--- src/hw/vms_pkg.sv ---
// constants and types for the velocity mode status word block
// assumes one 100 MHz control clock and a synchronous active-low reset
package vms_pkg;

    // ****************************************************************
    // status word layout
    // ****************************************************************
    localparam int unsigned VMS_SW_W          = 16;
    localparam int unsigned VMS_BIT_TORQUE    = 15;
    localparam int unsigned VMS_BIT_RSV14     = 14;
    localparam int unsigned VMS_BIT_RSV13     = 13;
    localparam int unsigned VMS_BIT_SPEED0    = 12;
    localparam int unsigned VMS_BIT_LIMIT     = 11;
    localparam int unsigned VMS_BIT_TARGET    = 10;
    localparam int unsigned VMS_BIT_REMOTE    = 9;
    localparam int unsigned VMS_BIT_RSV8      = 8;
    localparam int unsigned VMS_BIT_WARNING   = 7;
    localparam int unsigned VMS_DSM_W         = 7;

    // ****************************************************************
    // widths and reset values
    // ****************************************************************
    localparam int unsigned VMS_SPEED_W       = 32;
    localparam int unsigned VMS_HALT_OPT_W    = 16;
    localparam int unsigned VMS_WARN_W        = 8;
    localparam logic [15:0] VMS_SW_RESET      = 16'h0000;
    localparam logic [15:0] VMS_HALT_OPT_RST  = 16'h0000;
    localparam logic [31:0] VMS_SPEED_RST     = 32'h0000_0000;

    // continuous operation sub-mode, controlword bits 13:12
    typedef enum logic [1:0] {
        VMS_MODE_POSITION = 2'b00,
        VMS_MODE_SPEED    = 2'b01,
        VMS_MODE_PUSH     = 2'b10,
        VMS_MODE_TORQUE   = 2'b11
    } vms_mode_e;

    // judgement of the speed-reached window
    typedef enum logic {
        VMS_REACH_BAND  = 1'b0,
        VMS_REACH_ABOVE = 1'b1
    } vms_reach_e;

    typedef struct packed {
        logic [15:0] status;
        logic        attained;
        logic        run_allowed;
        logic [15:0] stop_method;
        vms_mode_e   sub_mode;
        logic        ramp_bypass;
        logic [31:0] start_speed;
        logic        live;
    } vms_state_s;

endpackage

--- src/hw/vms_speed_window.sv ---
// speed-reached comparator between command speed and target velocity
// assumes signed speeds in Hz and an unsigned tolerance in Hz
`timescale 1ns/10ps
module vms_speed_window
    import vms_pkg::*;
(
    input  wire logic signed [31:0] speed_cmd,
    input  wire logic signed [31:0] target_velocity,
    input  wire logic        [31:0] reach_range,
    input  wire vms_reach_e         reach_mode_sel,
    output logic                    reached
);

    logic signed [32:0] diff;
    logic        [32:0] diff_abs;
    logic        [32:0] cmd_abs;
    logic        [32:0] tgt_abs;

    always_comb begin
        diff     = 33'(speed_cmd) - 33'(target_velocity);
        diff_abs = diff[32] ? 33'(-diff) : 33'(diff);
        cmd_abs  = speed_cmd[31] ? 33'(-33'(speed_cmd)) : 33'(speed_cmd);
        tgt_abs  = target_velocity[31] ? 33'(-33'(target_velocity)) : 33'(target_velocity);
        // above mode: magnitude inside tolerance below target or beyond it
        if (reach_mode_sel == VMS_REACH_ABOVE) begin
            reached = (cmd_abs + {1'b0, reach_range}) >= tgt_abs;
        end else begin
            reached = diff_abs <= {1'b0, reach_range};
        end
    end

endmodule

--- src/hw/vms_status_word.sv ---
// velocity mode status word generator and sub-mode control outputs
// assumes all inputs synchronous to ref_clk; profile generator is outside
//
// Functional notes
// - bit 15 set while load sits at motor torque ceiling, else clear
// - bit 12 is one exactly when internal speed command is zero
// - bit 11 is one when any end sensor, inhibit, soft or mech limit active
// - halt clear: bit 10 mirrors the speed attained output
// - halt set: bit 10 is one only once speed command reaches zero
// - speed tolerance comes from reach mode select and range setting
// - bit 9 becomes one once initialization has completed
// - bit 7 follows warning causes, clears itself when all vanish
// - torque sub-mode starts directly at target velocity without ramp
// - controlword halt bit: zero allows run, one stops by halt option
// - controlword bits 13:12 select sub-mode, taking effect at the next ref_clk edge
`timescale 1ns/10ps
module vms_status_word
    import vms_pkg::*;
(
    input  wire logic                      ref_clk,
    input  wire logic                      reset_n,
    input  wire logic                      halt_req,
    input  wire logic [1:0]                op_type,
    input  wire logic [15:0]               halt_option_code,
    input  wire logic signed [31:0]        speed_cmd,
    input  wire logic signed [31:0]        target_velocity,
    input  wire logic signed [31:0]        starting_speed,
    input  wire vms_reach_e                reach_mode_sel,
    input  wire logic [31:0]               reach_range,
    input  wire logic                      torque_ceiling_hit,
    input  wire logic                      forward_end_sensor,
    input  wire logic                      reverse_end_sensor,
    input  wire logic                      forward_motion_inhibit,
    input  wire logic                      reverse_motion_inhibit,
    input  wire logic                      soft_limit_hit,
    input  wire logic                      mech_limit_hit,
    input  wire logic [7:0]                warning_causes,
    input  wire logic                      init_done,
    input  wire logic [6:0]                drive_state_bits,
    output logic [15:0]                    status_word,
    output logic                           speed_attained_output,
    output logic                           run_allowed,
    output logic [15:0]                    stop_method,
    output vms_mode_e                      sub_mode,
    output logic                           ramp_bypass,
    output logic signed [31:0]             start_speed
);

    // ****************************************************************
    // state
    // ****************************************************************
    vms_state_s state_q;
    vms_state_s state_d;
    logic       window_hit;
    logic       speed_zero;
    logic       limit_any;

    vms_speed_window u_window (
        .speed_cmd       (speed_cmd),
        .target_velocity (target_velocity),
        .reach_range     (reach_range),
        .reach_mode_sel  (reach_mode_sel),
        .reached         (window_hit)
    );

    // ****************************************************************
    // next state
    // ****************************************************************
    always_comb begin
        speed_zero = (speed_cmd == VMS_SPEED_RST);
        limit_any  = forward_end_sensor | reverse_end_sensor
                   | forward_motion_inhibit | reverse_motion_inhibit
                   | soft_limit_hit | mech_limit_hit;
        state_d = state_q;
        state_d.live = 1'b1;
        state_d.status[VMS_DSM_W-1:0]       = drive_state_bits;
        state_d.status[VMS_BIT_TORQUE]      = torque_ceiling_hit;
        state_d.status[VMS_BIT_RSV14]       = 1'b0;
        state_d.status[VMS_BIT_RSV13]       = 1'b0;
        state_d.status[VMS_BIT_RSV8]        = 1'b0;
        state_d.status[VMS_BIT_SPEED0]      = speed_zero;
        state_d.status[VMS_BIT_LIMIT]       = limit_any;
        state_d.status[VMS_BIT_WARNING]     = |warning_causes;
        // remote stays up once set; only a reset takes it down
        state_d.status[VMS_BIT_REMOTE]      = state_q.status[VMS_BIT_REMOTE]
                                            | init_done;
        state_d.attained = window_hit;
        // the halted case judges the live command, not the window
        if (halt_req) begin
            state_d.status[VMS_BIT_TARGET]  = speed_zero;
        end else begin
            state_d.status[VMS_BIT_TARGET]  = window_hit;
        end
        state_d.run_allowed = ~halt_req;
        state_d.stop_method = halt_option_code;
        state_d.sub_mode    = vms_mode_e'(op_type);
        // torque control is rectangular: no ramp, first step at target
        if (vms_mode_e'(op_type) == VMS_MODE_TORQUE) begin
            state_d.ramp_bypass = 1'b1;
            state_d.start_speed = target_velocity;
        end else begin
            state_d.ramp_bypass = 1'b0;
            state_d.start_speed = starting_speed;
        end
    end

    // ****************************************************************
    // registers
    // ****************************************************************
    always_ff @(posedge ref_clk) begin
        if (!reset_n) begin
            state_q.status      <= VMS_SW_RESET;
            state_q.attained    <= 1'b0;
            state_q.run_allowed <= 1'b0;
            state_q.stop_method <= VMS_HALT_OPT_RST;
            state_q.sub_mode    <= VMS_MODE_POSITION;
            state_q.ramp_bypass <= 1'b0;
            state_q.start_speed <= VMS_SPEED_RST;
            state_q.live        <= 1'b0;
        end else begin
            state_q <= state_d;
        end
    end

    assign status_word           = state_q.status;
    assign speed_attained_output = state_q.attained;
    assign run_allowed           = state_q.run_allowed;
    assign stop_method           = state_q.stop_method;
    assign sub_mode              = state_q.sub_mode;
    assign ramp_bypass           = state_q.ramp_bypass;
    assign start_speed           = state_q.start_speed;
endmodule

--- config.mk ---
export PLATFORM = sky130hd
export DESIGN_NAME = vms_status_word
export DESIGN_NICKNAME = d
export VERILOG_FILES = /design/src/hw/vms_pkg.sv /design/src/hw/vms_speed_window.sv /design/src/hw/vms_status_word.sv
export SDC_FILE = /design/constraint.sdc
export NUM_CORES = 1
export LEC_CHECK = 0
export BUFFER_PORTS_ARGS = -buffer_cell sky130_fd_sc_hd__buf_4
export CAP_MARGIN = 10
export CORE_MARGIN = 5
export CORE_UTILIZATION = 30
export DETAILED_ROUTE_END_ITERATION = 10
export PLACE_DENSITY = 0.51
export SLEW_MARGIN = 0
export SYNTH_ARGS = -nofsm -noshare
export SYNTH_HDL_FRONTEND = slang
export SYNTH_SLANG_ARGS = --single-unit
--- constraint.sdc ---
create_clock -name ref_clk -period 17 [get_ports ref_clk]
set_input_delay 0.85 -clock ref_clk [delete_from_list [all_inputs] [get_ports ref_clk]]
set_output_delay 0.85 -clock ref_clk [all_outputs]
set_load 0.005 [all_outputs]
==> results of run 1 <==
final cells by class:
class | instances | area share
Clock buffer | 9 | 0.0194
Multi-Input combinational cell | 1040 | 0.634
Sequential cell | 66 | 0.114
Clock inverter | 7 | 0.00668
Tap cell | 396 | 0.0426
Inverter | 87 | 0.0281
Timing Repair Buffer | 240 | 0.155
layer usage:
layer	routed length [um]	vias to the layer above	track usage
met5	96	-	0
met4	616	14	0.0361
met3	2380	42	0.0509
met2	15600	236	0.308
met1	13800	4354	0.227
li1	-	4890	-
Yosys cell counts, drive strengths merged, types with 14 or more instances:
cell | count | area (um^2)
ha | 132 | 1650
nand2 | 128 | 480
a21oi | 122 | 614
xnor2 | 113 | 990
inv | 87 | 327
o21ai | 67 | 339
dfxtp | 66 | 1320
nor2 | 61 | 231
a21o | 49 | 368
clkbuf | 36 | 135
and2 | 34 | 213
nand3 | 30 | 150
xor2 | 25 | 219
nand4 | 23 | 144
o31ai | 23 | 178
a31oi | 18 | 113
nor3 | 18 | 90.1
nand2b | 14 | 87.6
per-stage QoR:
step / std cells / power, mW / util
floorplan: 1234 / 0.507 / -
global placement: 1829 / 0.644 / 0.373
detailed placement: 1829 / 0.647 / 0.373
CTS: 1845 / 0.840 / 0.383
global route: 1845 / 0.907 / 0.383
finish: 1845 / 0.833 / 0.383
cell families after synthesis:
kind of cell               count (synthesis)  synth area share
adders and majority gates                134             0.184
muxes                                      8           0.00900
and+or+nand+nor                          378             0.208
DFF                                       66             0.144
xor gates and xnor gates                 138             0.132
other                                      2          0.000819
AOI/OAI and AO/OA                        378             0.269
buffers and inverters                    128            0.0538
worst register-to-register path, cell delays in order, from the launching register on:
cell                      delay, ps
sky130_fd_sc_hd__dfxtp_1        310
sky130_fd_sc_hd__nor2_1          80
sky130_fd_sc_hd__nor2_1          40
flip-flops by register name, summed over array words and instances, names as in the netlist:
name                   cells
run_allowed                1
speed_attained_output      1
start_speed               32
ramp_bypass                1
status_word               13
sub_mode                   2
stop_method               16
worst min-delay path by stage:
| stage | end | slack, ps | start |
|---|---|---|---|
| after floorplan | status_word[9] | 460 | status_word[9] |
| after global placement | status_word[9] | 450 | status_word[9] |
| after detailed placement | status_word[9] | 460 | status_word[9] |
| after CTS | status_word[9] | 480 | status_word[9] |
| after global routing | status_word[9] | 520 | status_word[9] |
| final | status_word[9] | 470 | status_word[9] |
power groups by stage:
| stage | clock [mW] | combinational [mW] | sequential, mW |
|---|---|---|---|
| after floorplan | 0 | 0.336 | 0.172 |
| after global placement | 0 | 0.473 | 0.170 |
| after detailed placement | 0 | 0.477 | 0.170 |
| after CTS | 0.192 | 0.481 | 0.167 |
| after global routing | 0.200 | 0.539 | 0.168 |
| final | 0.188 | 0.478 | 0.167 |
==> run summary, run 1 <==
Data arrives at the worst endpoint at slightly below 7000 ps. For the pin with the worst max-slew slack, the measured transition is 986 ps. The source of the worst register-to-register timing path is status_word[9].

Before CTS, the worst setup slack after placement is 10080 ps. The power density over cell area came out at 71.7 mW/mm^2. The final wirelength is about 32000 um. The flop-to-flop setup slack came out at 16440 ps.

For this configuration, the core starts out at a cell density of 0.302. The count of port buffers added during placement came out at 238. The part of the total power dissipated in the clock network is 0.226.

The clock edge transition at the registers on the reported setup and hold paths is 60 ps. The worst setup path is launched from an input pin. The dominant register cell in the synthesized netlist is sky130_fd_sc_hd__dfxtp_1.

The instance count along the most critical hold path is 2. Setup repair after global routing left no endpoint under its margin. The critical path starts at speed_cmd[0].

The setup TNS came out at 0 ps. The worst-case hold slack came out at 467 ps. The highest cell delay on the worst timing path is 720 ps. The net count of the finished layout is ~1.8k. The number of hold-repair buffers added at the cts stage came out at 0. The total I/O pin count is 242.

The maximum net fanout on the critical path is 23. Across the whole layout, storage elements account for 0.00132 mm^2. In this run the vertical extent of the chip is 185 um. The combinational group share of total power came out at 0.574. The critical path ends at status_word[10]. The total cell area at the placement stage is around 0.011 mm^2. The number of nets with antenna violations after routing came out at 0. The number of max-slew violations in the final report is 0.

The synthesis-stage register bit count came out at 66. The worst setup path is of the input pin to flip-flop kind. The placer congestion estimate is about 0.91.

The total routing resource utilization after global routing came out at 0.180. After layout, the minimum clock period comes to 6550 ps. For this block, the initial DRC count from the detailed router was 490. The final period utilization came out at 0.385. After synthesis the cells add up to 0.00917 mm^2. The TritonCTS clock tree is yes. CTS placed an instance of sky130_fd_sc_hd__clkbuf_16 at the clock tree root.

The proportion of synthesized chip area in sequential cells is 0.144. In the final layout, the share of cells above drive strength 1 is 0.199. The total overflow reported by the global router is 0.

The area of the core came out at 0.0303 mm^2. The average footprint of a synthesized cell came out at 7.44 um^2. The number of instances in the synthesized netlist is 1232. Buffers inserted during clock tree synthesis total 9. The worst path buffer plus inverter count is 2. The total leakage power is 5.44 nW.

The worst hold path belongs to the class flip-flop to flip-flop. The total inserted antenna cells came out at 0. The data required time of the worst path is around 17000 ps. The critical path's slowest cell is sky130_fd_sc_hd__o31a_1. In this run the tightest slew margin relative to its limit is 0.339. The layout overhead on the synthesized area came out at 26.7%. The number of max-capacitance violations reported came out at 0. The global-route wire length before repair is 48700 um. The number of antenna violations at the first check in global routing is 7.

In the routed design, unresolved DRC markers number 0. For the worst-skew pair, the clock arrives at the later sink with an insertion delay of 330 ps. The HPWL after detailed placement came out at 28200 um. VDD sags by at most 0.0529 mV. The die footprint came out at 0.0342 mm^2. The hold violation total from the final report is 0. The clock passes through at most 2 buffers. The post-detailed-route via-to-cell ratio is 5.17.

The number of global-route vias before repair came to 8998. Of the total power, the share spent switching nets is 0.402. The terminus of the critical flop-to-flop path is status_word[9].

The number of H-tree levels came out at 3. The worst setup path is captured at a flip-flop. During synthesis, Yosys emitted a total of 0 warnings. The count of flip-flops with a built-in enable after synthesis came out at 0. The maximum clock frequency came out at 153 MHz.

Across all setup checks in the final design, the least slack found is 10450 ps. The die is 185 um wide. The analysis attributes to net switching a power of ~0.33 mW. The overall via count from detail_route came out at 9536. The number of cells on the worst reg-to-reg path is 2. The flow ran to the end, and the final reports show no timing, DRC or antenna violations. The path length in cells of the critical path is 23. Broken down by cell family, the worst path's largest delay share belongs to compound AO/OA/AOI/OAI gates. The final number of setup-violating endpoints came out at 0. The number of iterations in the first detailed-routing pass is 5. The cell-internal power came out at 0.498 mW. The signal on the critical path passes through buf_4, inv_1, ha_1, fa_1, nor2b_1, o31a_1, o21ai_1, a211oi_1, o22a_1, a21o_1, o31a_1, a21oi_1, xor2_1, ha_1, a21o_1, a21oi_1, nor2b_1, a2111oi_0, o2111ai_1, a211oi_1, a31oi_1, a41oi_1, o32a_1.

The clock sink count came out at 66. After clock tree synthesis, the repair step resized 0 gates. The area used by multi-input combinational logic is 0.00737 mm^2. The library cells used most frequently in the layout, excluding fill and tap cells, are sky130_fd_sc_hd__buf_4, sky130_fd_sc_hd__ha_1, sky130_fd_sc_hd__nand2_1. The routed length per instance came out at about 18 um. The number of setup buffers added after CTS is 0. The number of placement rows came out at 64. The relative contribution of sequential cells to total power came out at 0.200. Counting flops with an async set or reset pin after synthesis yields a share of 0. The filler cells instantiated in the layout total 3188. The distinct cell type count of the synthesized netlist is 79. Once layout is done, the placed cells without fillers occupy around 0.012 mm^2. The library cell used most frequently in the layout, excluding fill and tap cells, is sky130_fd_sc_hd__buf_4. Entering global routing, the biggest net connects 38 pins. The clock skew is 0 ps.
Note: power is estimated with default switching activity, not from simulation.
==> run 2: changes to the inputs <==
--- a/config.mk
+++ b/config.mk
@@ -5,6 +5,7 @@
 export SDC_FILE = /design/constraint.sdc
 export NUM_CORES = 1
 export LEC_CHECK = 0
+export ABC_AREA = 1
 export BUFFER_PORTS_ARGS = -buffer_cell sky130_fd_sc_hd__buf_4
 export CAP_MARGIN = 10
 export CORE_MARGIN = 5
==> constraint.sdc (replaced) <==
create_clock -name ref_clk -period 6.45 [get_ports ref_clk]
set_input_delay 0.3225 -clock ref_clk [delete_from_list [all_inputs] [get_ports ref_clk]]
set_output_delay 0.3225 -clock ref_clk [all_outputs]
set_load 0.005 [all_outputs]
==> run summary, run 2 <==
The number of cells traversed by the worst register-to-register path is 2. The post-synthesis instance area came out at 0.0105 mm^2. The maximum net fanout on the critical path came out at 25. The register with the most flip-flops in the final layout is start_speed. The total routing resource utilization after global routing is 0.209. Of the synthesized area, sequential elements account for 0.126. The placer congestion estimate is 0.930. The final number of setup-violating endpoints came out at 0. Among all flip-flop cells after synthesis, the most frequent one is sky130_fd_sc_hd__dfxtp_1.

Buffers inserted during clock tree synthesis total 9. The minimum clock period after layout is 4900 ps. Static timing analysis puts the maximum clock frequency at 204 MHz. sky130_fd_sc_hd__nand2_1 is the most common cell in the netlist.

The flop-to-flop setup slack came out at a little under 6000 ps. The total leakage power is 7.32 nW. The power density over cell area came out at 187 mW/mm^2. For this run the aggregate overflow at the end of global routing stands at 0. The number of antenna violations at the first check in global routing is 0. The post-detailed-route via-to-cell ratio is 4.71. The clock sink count is 66. In this design, the stage delay of the slowest critical-path cell is approximately 450 ps. The total inserted antenna cells is 0. The terminating pin of the worst hold path is run_allowed. The number of hold-repair buffers added at the cts stage is 0.

The kind of cell adding the most delay to the critical path is compound AO/OA/AOI/OAI gates. The total I/O pin count came out at 242. The count of port buffers added during placement is between 200 and 250.

Together, buffers and inverters on the worst path number 3. The critical path's slowest cell is sky130_fd_sc_hd__a21boi_0. The die is 197 um wide.

After layout, the design draws a total of between 2 and 2.5 mW. Clock tree synthesis selected as its root buffer the cell sky130_fd_sc_hd__clkbuf_16. The starting utilization of the core area came out at 0.303. The hold violation total from the final report was 0.

The startpoint class of the critical path is an input pin. The clock edge transition at the registers on the reported setup and hold paths came out at 60 ps. The setup TNS is 0 ps.

The source of the worst register-to-register timing path is status_word[9]. The first TritonRoute pass finished after 7 iterations. The run finished with clean final reports.

The top cell types in the final layout, fill and taps aside, are sky130_fd_sc_hd__nand2_1, sky130_fd_sc_hd__inv_1, sky130_fd_sc_hd__buf_4. Leaving out filler cells and counting taps, the final layout contains 2450. The longest clock path from root to sink contains 2 buffers. The layout overhead on the synthesized area is 25.1%.

The chip height is between 150 and 200 um. The remaining routing DRC violations is 0. The final net count is roughly 2.3k. Clock latency on the worst-skew pair, taken at its later pin, is 350 ps. The number of placement rows is 68. The number of max-capacitance violations reported is 0. The endpoint identified for the worst register-to-register timing path is status_word[9]. Entering global routing, the biggest net connects 65 pins. The number of max-slew violations in the final report came out at 0.

The worst setup path is of the input pin to flip-flop kind. The data required time of the worst path came out at 6750 ps. VDD sags by at most 0.201 mV. The synthesis-stage register bit count came out at 66. The average footprint of a synthesized cell is 5.96 um^2.

The number of nets with antenna violations after routing came out at 0. The routed length per instance came out at 17.1 um. After floorplanning, the core was sized to cover 0.0345 mm^2. The synthesized design spends more area on one cell type than any other, namely sky130_fd_sc_hd__nand2_1.

At the pin with the least slew margin, the transition time is 980 ps. The final period utilization came out at 0.759. STA classifies the critical path endpoint as a flip-flop. The die footprint came out at 0.0388 mm^2. The number of global-route vias before repair was 11.3k.

The starting DRC count in detailed routing is 681. The share of the core filled with cells in the final layout came out at 0.380. Setup repair after global routing left no endpoint under its margin.

Counting instances in the post-synthesis netlist gives the leading cell types as sky130_fd_sc_hd__nand2_1, sky130_fd_sc_hd__inv_1, sky130_fd_sc_hd__nor2_1, sky130_fd_sc_hd__a21oi_1, sky130_fd_sc_hd__ha_1. Counting stages on the worst path, the most repeated cell is sky130_fd_sc_hd__nand2_1. The arrival time reported for the critical path endpoint is between 5000 and 6000 ps. The worst slack after detailed placement is 1200 ps.

Once placement completed, the tool counted placed cells totaling 2434. In this run the tightest slew margin relative to its limit is 0.347. The global-route wire length before repair came out at ~63000 um. The setup slack after layout is between 1500 and 2000 ps. The instance count along the most critical hold path came out at 2. The proportion of synthesized flip-flops having asynchronous set or reset came out at 0. In this run the most critical hold path is launched from halt_req.

In this run, distinct cell masters in the synthesized netlist total 55. The buffers inserted during post-CTS setup optimization is 0. The count of flip-flops with a built-in enable after synthesis came out at 0. The flip-flop count of the largest register after layout came out at 32. The TritonCTS clock tree is yes. The HPWL after detailed placement is roughly 37000 um. In the post-synthesis netlist, the biggest area contributors are sky130_fd_sc_hd__nand2_1, sky130_fd_sc_hd__ha_1, sky130_fd_sc_hd__dfxtp_1. The most common cell after layout, fill and taps aside is sky130_fd_sc_hd__nand2_1. The quantity of gates resized following cts is 0. The total number of yosys warnings came out at 0. Of the post-synthesis cell area, the dominant cell type holds 0.158. The type of the tightest min-delay check is input pin to flip-flop. The fraction of final layout cells with drive strength greater than 1 is 0.169. The clock skew came out at 0 ps. The overall via count from detail_route came out at 11.5k.

The final-layout fill cell count is 3932. The number of H-tree levels is 3. The final wirelength came out at between 40000 and 50000 um. The number of instances in the synthesized netlist came out at 1759.
[run 2: cell types whose count changed after synthesis, sizes merged, moves of 19 or more]
cell / before / now
inv: 87 / 343
nand4: 23 / 42
xor2: 25 / 85
clkbuf: 36 / 16
and2: 34 / 2
xnor2: 113 / 30
nand2: 128 / 469
nor2: 61 / 173
a21o: 49 / 3
o31ai: 23 / 3
nand3: 30 / 82
[run 2: per-layer routing]
metal	share of wire	global-route usage	vias to the layer above
met3	0.032	0.0215	52
met1	0.46	0.284	5177
li1	-	-	6068
met4	0.035	0.0724	0
met2	0.47	0.348	246
met5	0	0	-
[run 2: how the worst max path moves through the flow]
stage | slack (ps) | to | startpoint | cells past startpoint
after global routing | 990 | status_word[10] | speed_cmd[31] | 26
after detailed placement | 1200 | status_word[10] | speed_cmd[1] | 29
after floorplan | 2080 | status_word[10] | speed_cmd[1] | 28
final | 1550 | status_word[10] | speed_cmd[31] | 26
after global placement | 1300 | status_word[10] | speed_cmd[1] | 29
after CTS | 1550 | status_word[10] | speed_cmd[31] | 26
[run 2: area by class of cell]
cell class	count	area, um^2	share of cell area
sequential	66	1320	0.101
clock inverter	6	113	0.00859
timing repair buffer	239	1790	0.137
tap	455	569	0.0434
inverter	346	1300	0.0993
clock buffer	10	239	0.0182
multi-input combinational	1328	7770	0.593
[run 2: where the power goes]
group / leakage (nW) / internal (mW) / switching [mW] / total (mW)
registers: 0.550 / 0.434 / 0.00685 / 0.441
clock network: 0.173 / 0.389 / 0.199 / 0.588
logic: 6.60 / 0.543 / 0.881 / 1.42
[run 2: cells by family after synthesis]
logic type                 count (synthesis)  synth area share
other                                      2          0.000717
adders and majority gates                134             0.161
AOI/OAI and AO/OA                        253             0.131
xor gates and xnor gates                 115            0.0968
and+or+nand+nor                          821             0.350
buffers and inverters                    367             0.133
muxes                                      1          0.000955
DFF                                       66             0.126
[run 2: worst reg2reg max path: cells and delay by family (launching register included)]
kind / cells / cell delay [ps]
flip-flops: 1 / 310
AND/OR/NAND/NOR: 2 / 130
[run 2: per-stage QoR]
| step | instance area [um^2] | hold slack, ps |
|---|---|---|
| detailed placement | 12800 | 475 |
| CTS | 13100 | 130 |
| global route | 13100 | 130 |
| floorplan | 10500 | 398 |
| global placement | 12800 | 453 |
| finish | 13100 | 146 |
